$ cat src/hdl/fdc_regs.svh
// Register word layout and control constants for the feedback divider block.
// Assumes 24-bit serial words, address code in the two low bits.
`ifndef FDC_REGS_SVH
`define FDC_REGS_SVH

`define FDC_WORD_W 24
`define FDC_ADDR_LSB 0
`define FDC_ADDR_MSB 1
`define FDC_ADDR_FB 2'h0
`define FDC_ADDR_REF 2'h1
`define FDC_PARTIAL_STEP_NUMERATOR_LSB 2
`define FDC_PARTIAL_STEP_NUMERATOR_MSB 13
`define FDC_INT_LSB 14
`define FDC_INT_MSB 22
`define FDC_FAST_BIT 23
`define FDC_LOADCTL_BIT 23
`define FDC_DEN_LSB 2
`define FDC_DEN_MSB 13
`define FDC_DEN_RST 12'h001
`define FDC_CP_MULT_HI 5'h10
`define FDC_CP_MULT_LO 5'h01
`define FDC_ST_FAST_BIT 1

`endif

$ cat src/hdl/fdc_pkg.sv
// Types for the feedback divider and fast-lock control block.
// Assumes fdc_regs.svh is visible on the include path.
package fdc_pkg;
    typedef enum logic [1:0] {
        FDC_IDLE = 2'b01,
        FDC_FAST = 2'b10
    } fdc_state_t;

    typedef struct packed {
        fdc_state_t st;
        logic [8:0] int_r;
        logic [11:0] num_r;
        logic [11:0] den_pend_r;
        logic [11:0] den_r;
        logic [11:0] tmr_load_r;
        logic [11:0] tmr_r;
        logic [4:0] cp_mult_r;
        logic apply_r;
        logic lock_clr_r;
    } fdc_regs_t;
endpackage

$ cat src/hdl/fdc_ctrl.sv
// Feedback divider word register with fast-lock timer and charge pump scaling.
// Assumes words arrive already deserialised as one strobe with 24 data bits,
// and a one-cycle pulse per phase comparator reference cycle.
`timescale 1ns/1ps
`include "fdc_regs.svh"

// Function
// - Words with address code 00 go to the feedback divider register.
// - Nine bits of the word become the integer division part.
// - Twelve bits become the interpolator numerator of the fractional part.
// - Fast-lock bit one starts fast-lock mode if the loaded timer value is nonzero; a zero value leaves the mode as it was.
// - While the timer runs, charge pump setting is sixteen times minimum.
// - When the timer expires, charge pump returns to one times minimum.
// - Reference word with load bit set loads the timer, denominator unchanged.
// - The timer counts phase comparator reference cycles.
// - A new denominator applies only at the next feedback divider write.
// - A feedback divider write clears the digital lock detect output.
module fdc_ctrl
    import fdc_pkg::*;
(
    input wire logic i_mclk,
    input wire logic i_rst_n,
    input wire logic i_ce,
    input wire logic i_word_stb,
    input wire logic [`FDC_WORD_W-1:0] i_word,
    input wire logic i_ref_tick,
    output logic [8:0] o_int,
    output logic [11:0] o_num,
    output logic [11:0] o_den,
    output logic o_ratio_apply,
    output logic [4:0] o_cp_mult,
    output logic o_fast_active,
    output logic o_lock_clear
);

    // ------------------------------------------------------------
    // Address decode
    // ------------------------------------------------------------
    function automatic logic addr_is(input logic [`FDC_WORD_W-1:0] w, input logic [1:0] code);
        addr_is = (w[`FDC_ADDR_MSB:`FDC_ADDR_LSB] == code);
    endfunction

    fdc_regs_t s_r;
    fdc_regs_t s_nxt;
    logic fb_wr;
    logic ref_wr;

    assign fb_wr = i_word_stb && addr_is(i_word, `FDC_ADDR_FB);
    assign ref_wr = i_word_stb && addr_is(i_word, `FDC_ADDR_REF);

    // ------------------------------------------------------------
    // Next state
    // ------------------------------------------------------------
    always_comb begin
        s_nxt = s_r;
        s_nxt.apply_r = 1'b0;
        s_nxt.lock_clr_r = 1'b0;
        if (ref_wr) begin
            if (i_word[`FDC_LOADCTL_BIT]) begin
                // With the load bit set the field is a timer value, never a denominator.
                s_nxt.tmr_load_r = i_word[`FDC_DEN_MSB:`FDC_DEN_LSB];
            end else begin
                // Held pending: the counters must not see it mid-channel.
                s_nxt.den_pend_r = i_word[`FDC_DEN_MSB:`FDC_DEN_LSB];
            end
        end
        case (s_r.st)
            FDC_IDLE: begin
                s_nxt.cp_mult_r = `FDC_CP_MULT_LO;
            end
            FDC_FAST: begin
                if (i_ref_tick) begin
                    // The last tick ends the wide-bandwidth run and clears the count.
                    if (s_r.tmr_r <= 12'h001) begin
                        s_nxt.st = FDC_IDLE;
                        s_nxt.tmr_r = 12'h000;
                        s_nxt.cp_mult_r = `FDC_CP_MULT_LO;
                    end else begin
                        s_nxt.tmr_r = s_r.tmr_r - 12'h001;
                    end
                end
            end
            default: begin
                s_nxt.st = FDC_IDLE;
                s_nxt.cp_mult_r = `FDC_CP_MULT_LO;
            end
        endcase
        // The divider write comes last so it wins over a tick in the same cycle, except a fast-lock write with a zero timer value.
        if (fb_wr) begin
            s_nxt.int_r = i_word[`FDC_INT_MSB:`FDC_INT_LSB];
            s_nxt.num_r = i_word[`FDC_PARTIAL_STEP_NUMERATOR_MSB:`FDC_PARTIAL_STEP_NUMERATOR_LSB];
            s_nxt.den_r = s_r.den_pend_r;
            s_nxt.apply_r = 1'b1;
            s_nxt.lock_clr_r = 1'b1;
            // A zero timer value gives no wide-bandwidth period at all.
            if (i_word[`FDC_FAST_BIT] && s_r.tmr_load_r != 12'h000) begin
                s_nxt.st = FDC_FAST;
                s_nxt.tmr_r = s_r.tmr_load_r;
                s_nxt.cp_mult_r = `FDC_CP_MULT_HI;
            end else if (!i_word[`FDC_FAST_BIT]) begin
                s_nxt.st = FDC_IDLE;
                s_nxt.tmr_r = 12'h000;
                s_nxt.cp_mult_r = `FDC_CP_MULT_LO;
            end
        end
    end

    // ------------------------------------------------------------
    // State register
    // ------------------------------------------------------------
    // A low enable holds every field, pulses included, so a pulse lasts one enabled cycle.
    always_ff @(posedge i_mclk or negedge i_rst_n) begin
        if (!i_rst_n) begin
            s_r <= '{st: FDC_IDLE,
                     int_r: '0,
                     num_r: '0,
                     den_pend_r: `FDC_DEN_RST,
                     den_r: `FDC_DEN_RST,
                     tmr_load_r: '0,
                     tmr_r: '0,
                     cp_mult_r: `FDC_CP_MULT_LO,
                     apply_r: 1'b0,
                     lock_clr_r: 1'b0};
        end else if (i_ce) begin
            s_r <= s_nxt;
        end
    end

    // ------------------------------------------------------------
    // Outputs
    // ------------------------------------------------------------
    // All outputs are state fields; fast-lock is the set bit of its one-hot state code.
    assign o_int = s_r.int_r;
    assign o_num = s_r.num_r;
    assign o_den = s_r.den_r;
    assign o_ratio_apply = s_r.apply_r;
    assign o_cp_mult = s_r.cp_mult_r;
    assign o_fast_active = s_r.st[`FDC_ST_FAST_BIT];
    assign o_lock_clear = s_r.lock_clr_r;
endmodule

$ cat config.mk
export PLATFORM = sky130hd
export DESIGN_NAME = fdc_ctrl
export DESIGN_NICKNAME = d
export VERILOG_FILES = /design/src/hdl/fdc_pkg.sv /design/src/hdl/fdc_ctrl.sv
export VERILOG_INCLUDE_DIRS = /design/src /design/src/hdl
export SDC_FILE = /design/constraint.sdc
export NUM_CORES = 1
export LEC_CHECK = 0
export BUFFER_PORTS_ARGS = -buffer_cell sky130_fd_sc_hd__buf_2
export CAP_MARGIN = 20
export CORE_MARGIN = 3
export CORE_UTILIZATION = 35
export CTS_CLUSTER_DIAMETER = 150
export DETAILED_ROUTE_END_ITERATION = 6
export PLACE_DENSITY = 0.67
export SYNTH_ARGS = -nofsm -noshare
export SYNTH_HDL_FRONTEND = slang
export SYNTH_SLANG_ARGS = --single-unit
$ cat constraint.sdc
create_clock -name i_mclk -period 3.75 [get_ports i_mclk]
set_clock_uncertainty 0.2 [all_clocks]
set_input_delay 0.5625 -clock i_mclk [delete_from_list [all_inputs] [get_ports i_mclk]]
set_output_delay 0.5625 -clock i_mclk [all_outputs]
set_load 0.01 [all_outputs]
# Word level (Yosys, flattened, before mapping)
# Cells that the tools add are included.
dict set report totals {
  output_inout_bits 41
  wordCells 38
  register_bits 78
  input_bits 29
}
dict set report op_classes {
  bitwise 1
  reduce_logical 8
  eq_ne 3
  n_mux 14
  magnitude_cmp 1
  n_addsub 1
}
# op n
set op_table {}
lappend op_table {{two-way mux 17 bit} 3}
lappend op_table {{two-way mux 12 bit} 2}
lappend op_table {{two-way mux 23 bit} 1}
lappend op_table {{two-way mux 19 bit} 1}
lappend op_table {{<= comparator 12 x 1 -> 1 bit (second input constant)} 1}
lappend op_table {{nonzero test 12 bit} 1}
lappend op_table {{subtractor 12 x 1 -> 12 bit (second input constant)} 1}
lappend op_table {{two-way mux 5 bit} 2}
lappend op_table {{two-way mux 2 bit} 4}
lappend op_table {{AND reduction 3 bit} 2}
lappend op_table {{equality test 2 x 1 -> 1 bit (second input constant)} 2}
lappend op_table {{case mux 2 bit (2 select lines)} 1}
lappend op_table {{logical AND 1 bit} 3}
lappend op_table {{equality test 2 bit (second input constant)} 1}
lappend op_table {{logical NOT 2 bit} 1}
lappend op_table {{AND reduction 2 bit} 1}
lappend op_table {{NOT 1 bit} 1}

# Depth between registers and ports, before layout
dict set report logic_depth {
  word_depth 7
  mapped_depth 8
  mapped_depth_nobuf 7
}

# Worst setup path before layout
# OpenSTA, ideal clock, no wires.
dict set report synth_timing {
  kind {register to register}
  startpoint {register s_r[11] (netlist bit)}
  endpoint {register s_r (netlist bit o_fast_active)}
  slack_ps 1067
  path_stages_with_launch 8
  t_required_ps 3430
  setup_time_ps 120
  arrival_time_ps 2363
  path_cell_list {dfrtp_1 > buf_6 > or4_4 > buf_6 > or4b_4 > o21a_1 > or3_1 > a31o_1}
}
dict set report synth_via {
  elab_chain_cells 7
}
# item line
set synth_rtl {}
lappend synth_rtl {{start: declaration} fdc_ctrl.sv:43} ;# fdc_regs_t s_r;
lappend synth_rtl {{start signal: assignment} fdc_ctrl.sv:114} ;# s_r <= '{st: FDC_IDLE,
lappend synth_rtl {{start signal: assignment} fdc_ctrl.sv:125} ;# s_r <= s_nxt;
lappend synth_rtl {{<= comparator 12 x 1 -> 1 bit (*)} fdc_ctrl.sv:74} ;# if (s_r.tmr_r <= 12'h001) begin
lappend synth_rtl {{two-way mux 2 bit (*)} fdc_ctrl.sv:74}
lappend synth_rtl {{two-way mux 2 bit (*)} fdc_ctrl.sv:72} ;# if (i_ref_tick) begin
lappend synth_rtl {{case mux 2 bit (2 select lines) (*)} fdc_ctrl.sv:67} ;# case (s_r.st)
lappend synth_rtl {{two-way mux 2 bit} fdc_ctrl.sv:100} ;# end else if (!i_word[`FDC_FAST_BIT]) begin
lappend synth_rtl {{two-way mux 2 bit} fdc_ctrl.sv:96} ;# if (i_word[`FDC_FAST_BIT] && s_r.tmr_load_r != 12'h000) begin
lappend synth_rtl {{two-way mux 23 bit (*)} fdc_ctrl.sv:89} ;# if (fb_wr) begin
# Every way passes the cells marked *; elsewhere a longest branch is shown, timed or not.
# A chain may end at the register's enable or synchronous reset.

# Worst setup path after layout
dict set report layout_timing {
  startpoint {register s_r[11] (netlist bit)}
  endpoint {register s_r[17] (netlist bit)}
}
dict set report layout_via {
  elab_chain_cells 7
  elab_cells_between_ends 8
}
# item line
set layout_rtl {}
lappend layout_rtl {{subtractor 12 x 1 -> 12 bit or <= comparator 12 x 1 -> 1 bit (tied branches)} {fdc_ctrl.sv:79, fdc_ctrl.sv:74}}
lappend layout_rtl {{two-way mux 12 bit (*)} fdc_ctrl.sv:74}
lappend layout_rtl {{two-way mux 17 bit (*)} fdc_ctrl.sv:72}
lappend layout_rtl {{two-way mux 12 bit (*)} fdc_ctrl.sv:67}
lappend layout_rtl {{two-way mux 17 bit} fdc_ctrl.sv:100}
lappend layout_rtl {{two-way mux 17 bit} fdc_ctrl.sv:96}
lappend layout_rtl {{two-way mux 19 bit (*)} fdc_ctrl.sv:89}
# Marked as above.

==> results.py <==
metrics = {
    "status": {
        "status": "complete, no violations",
    },
    "sta": {
        "slew_viol_final": 0,
        "fmax_mhz": 368,
        "finalSetupTns_ps": 0,
        "fin_crit_sh": 0.725,
        "rsz0062_at_grt": "no",
        "worst_pin_slew_ps": 948,
        "slew_headroom": 0.368,
        "timing.final.crit_period_ps": 2720,
        "hold_viol": 0,
        "report.final.setup_viol": 0,
    },
    "cells_and_area": {
        "layout_common_cells": "73 x dfrtp_1, 68 x buf_2, 57 x mux2_2",
        "diodes": 0,
        "final_cell_area_mm2": 0.00406,
        "drive_gt1_frac": 0.457,
        "final_common_cell": "dfrtp_1",
        "nNetsFinal": 364,
        "area_growth_pct": 10.5,
        "utilization": 0.406,
    },
    "floorplanning": {
        "pin_count": 70,
        "coreArea_mm2": 0.0100,
        "die_y_um": 109,
        "initial_core_util": 0.368,
        "die-area_mm2": 0.0118,
        "die-width_um": 109,
        "num_rows": 36,
    },
    "clock_tree": {
        "clk_pin_slew_ps": 80,
        "ctsHoldBuffers": 0,
        "cts_tree": "built",
        "htreeDepth": 3,
        "numCtsBuffers": 9,
        "cts.repair_timing.setup_buffer_count": 0,
        "cts_buffer_depth": 2,
        "clock_latency_ps": 350,
        "clock-sinks": 77,
        "post_cts_resized": 0,
        "root_buffer": "clkbuf_8",
    },
    "placement": {
        "hpwl_um": 4980,
        "place.gp.congestion": 0.833,
        "portBuffers": 69,
        "placed_area_mm2": 0.00387,
    },
    "critical_path": {
        "worst-path-max-fanout": 15,
        "criticalPathCategory": "flip-flop to flip-flop",
        "critPathLaunch": "s_r[11]",
        "critPathLaunchType": "flip-flop",
        "end_kind": "flip-flop",
        "r2r_start": "s_r[11]",
        "arrival_ps": 2760,
        "reg2regPathDepth": 5,
        "required_ps": 3790,
    },
    "yosys": {
        "ys_warn_count": 0,
        "synth_top_area_frac": 0.497,
        "synth.avg_cell_area_um2": 12.3,
        "netlist.top_cell.by_area": "dfrtp_1",
        "yosysSeqAreaShare": 0.525,
        "ys_ff_latch": 77,
        "yosys-top-cells-area": "dfrtp_1 50%, mux2_2 17%, buf_4 8.0%",
        "synthesis.nets": 333,
        "ys_types": 46,
        "synth_area_mm2": 0.00368,
        "syn_inst": 299,
    },
    "power_and_ir_drop": {
        "ir_drop_v": 0.000272,
        "p_leak_uw": 0.00191,
        "power_density_mw_per_mm2": 598,
    },
    "min_path": {
        "min_path_type": "input pin to async pin",
    },
    "detailed_routing": {
        "drtPass1Iterations": 4,
        "first_iter_violations": 190,
        "route.vias.total": 2386,
        "drc": 0,
        "wl_um": 7230,
        "antenna_left": 0,
        "vias_per_cell": 5.10,
        "wl_per_cell_um": 15.4,
    },
    "global_routing": {
        "antenna_found_initial": 0,
        "grt_overflow": 0,
        "track_usage": 0.133,
        "grt_max_degree": 78,
        "grt_pass1_vias": 2420,
        "grt_pass1_wl_um": 12300,
    },
    "job": {
        "maxCapViolCount": 0,
    },
}
critical path, stage by stage (launching register included):
cell and delay (ps):
dfrtp_1 470, or4_4 610, nor4_1 420, a21o_1 400
o21ai_0 150, a221o_1 350
metal layers:
| layer | wire length, µm | vias up | share of wire | GRT usage |
|---|---|---|---|---|
| met4 | 121 | 0 | 0.017 | 0.0595 |
| met1 | 3280 | 1206 | 0.45 | 0.176 |
| met2 | 3510 | 65 | 0.49 | 0.206 |
| met3 | 323 | 9 | 0.045 | 0.0340 |
| met5 | 0 | - | 0 | 0 |
| li1 | - | 1106 | - | - |
area by class of cell:
cell class / count / area (µm²)
well taps: 133 / 166
fillers: 993 / 5940
flip-flops and latches: 77 / 1930
inverters: 8 / 30.0
clock inverters: 6 / 63.8
multi-input cells: 162 / 1370
clock buffers: 10 / 128
repair buffers: 72 / 370
worst paths after layout:
kind                             to  slack [ps]
max                         s_r[17]        1030
min                        o_num[4]         130
max reg2reg                 s_r[17]        1030
min reg2reg                o_den[3]         300
max in group asynchronous  o_int[0]        2570
min in group i_mclk        o_int[2]         250
per-stage QoR:
step,hold slack (ps),power [µW],std cells,setup WS (ps)
after floorplan,66.9,1760,299,1070
after global routing,221,2600,468,884
after global placement,281,1810,452,1100
final,132,2430,468,1030
after CTS,196,2460,468,1050
after detailed placement,285,1830,452,1060
synthesized netlist by cell type (all sizes together):
cell,instances
dfrtp,73
mux2,57
buf,43
nor4,11
o21ai,10
clkbuf,9
nor2,9
inv,8
a221o,7
nor3,7
nand2,6
a21o,5
ha,5
nor2b,5
dfstp,4
a211oi,3
a22o,3
nand3,3
or3,3
a21oi,2
and3,2
nand4,2
o21a,2
o31ai,2
or2,2
or4,2
a31o,1
a31oi,1
a32o,1
a32oi,1
and3b,1
and4,1
nand3b,1
nand4b,1
nor3b,1
nor4b,1
nor4bb,1
o211ai,1
o41ai,1
or4b,1
registers in the layout, indices dropped and copies added (netlist names):
signal         cells
o_den             12
o_int              9
o_num             12
s_r               37
o_ratio_apply      1
o_cp_mult          5
o_fast_active      1
cell families after synthesis:
family          count (synthesis)  synth area share
simple gates                   60            0.0970
fa+ha+maj                       5            0.0170
compound gates                 40            0.0806
buf+inv                        60             0.105
flops                          77             0.525
mux                            57             0.175
power breakdown:
group          leakage [µW]  switching [µW]  internal (µW)
clock             0.0000923             310            306
sequential         0.000957             155           1050
combinational      0.000859             289            321
Power figures use the tool's default switching activity.
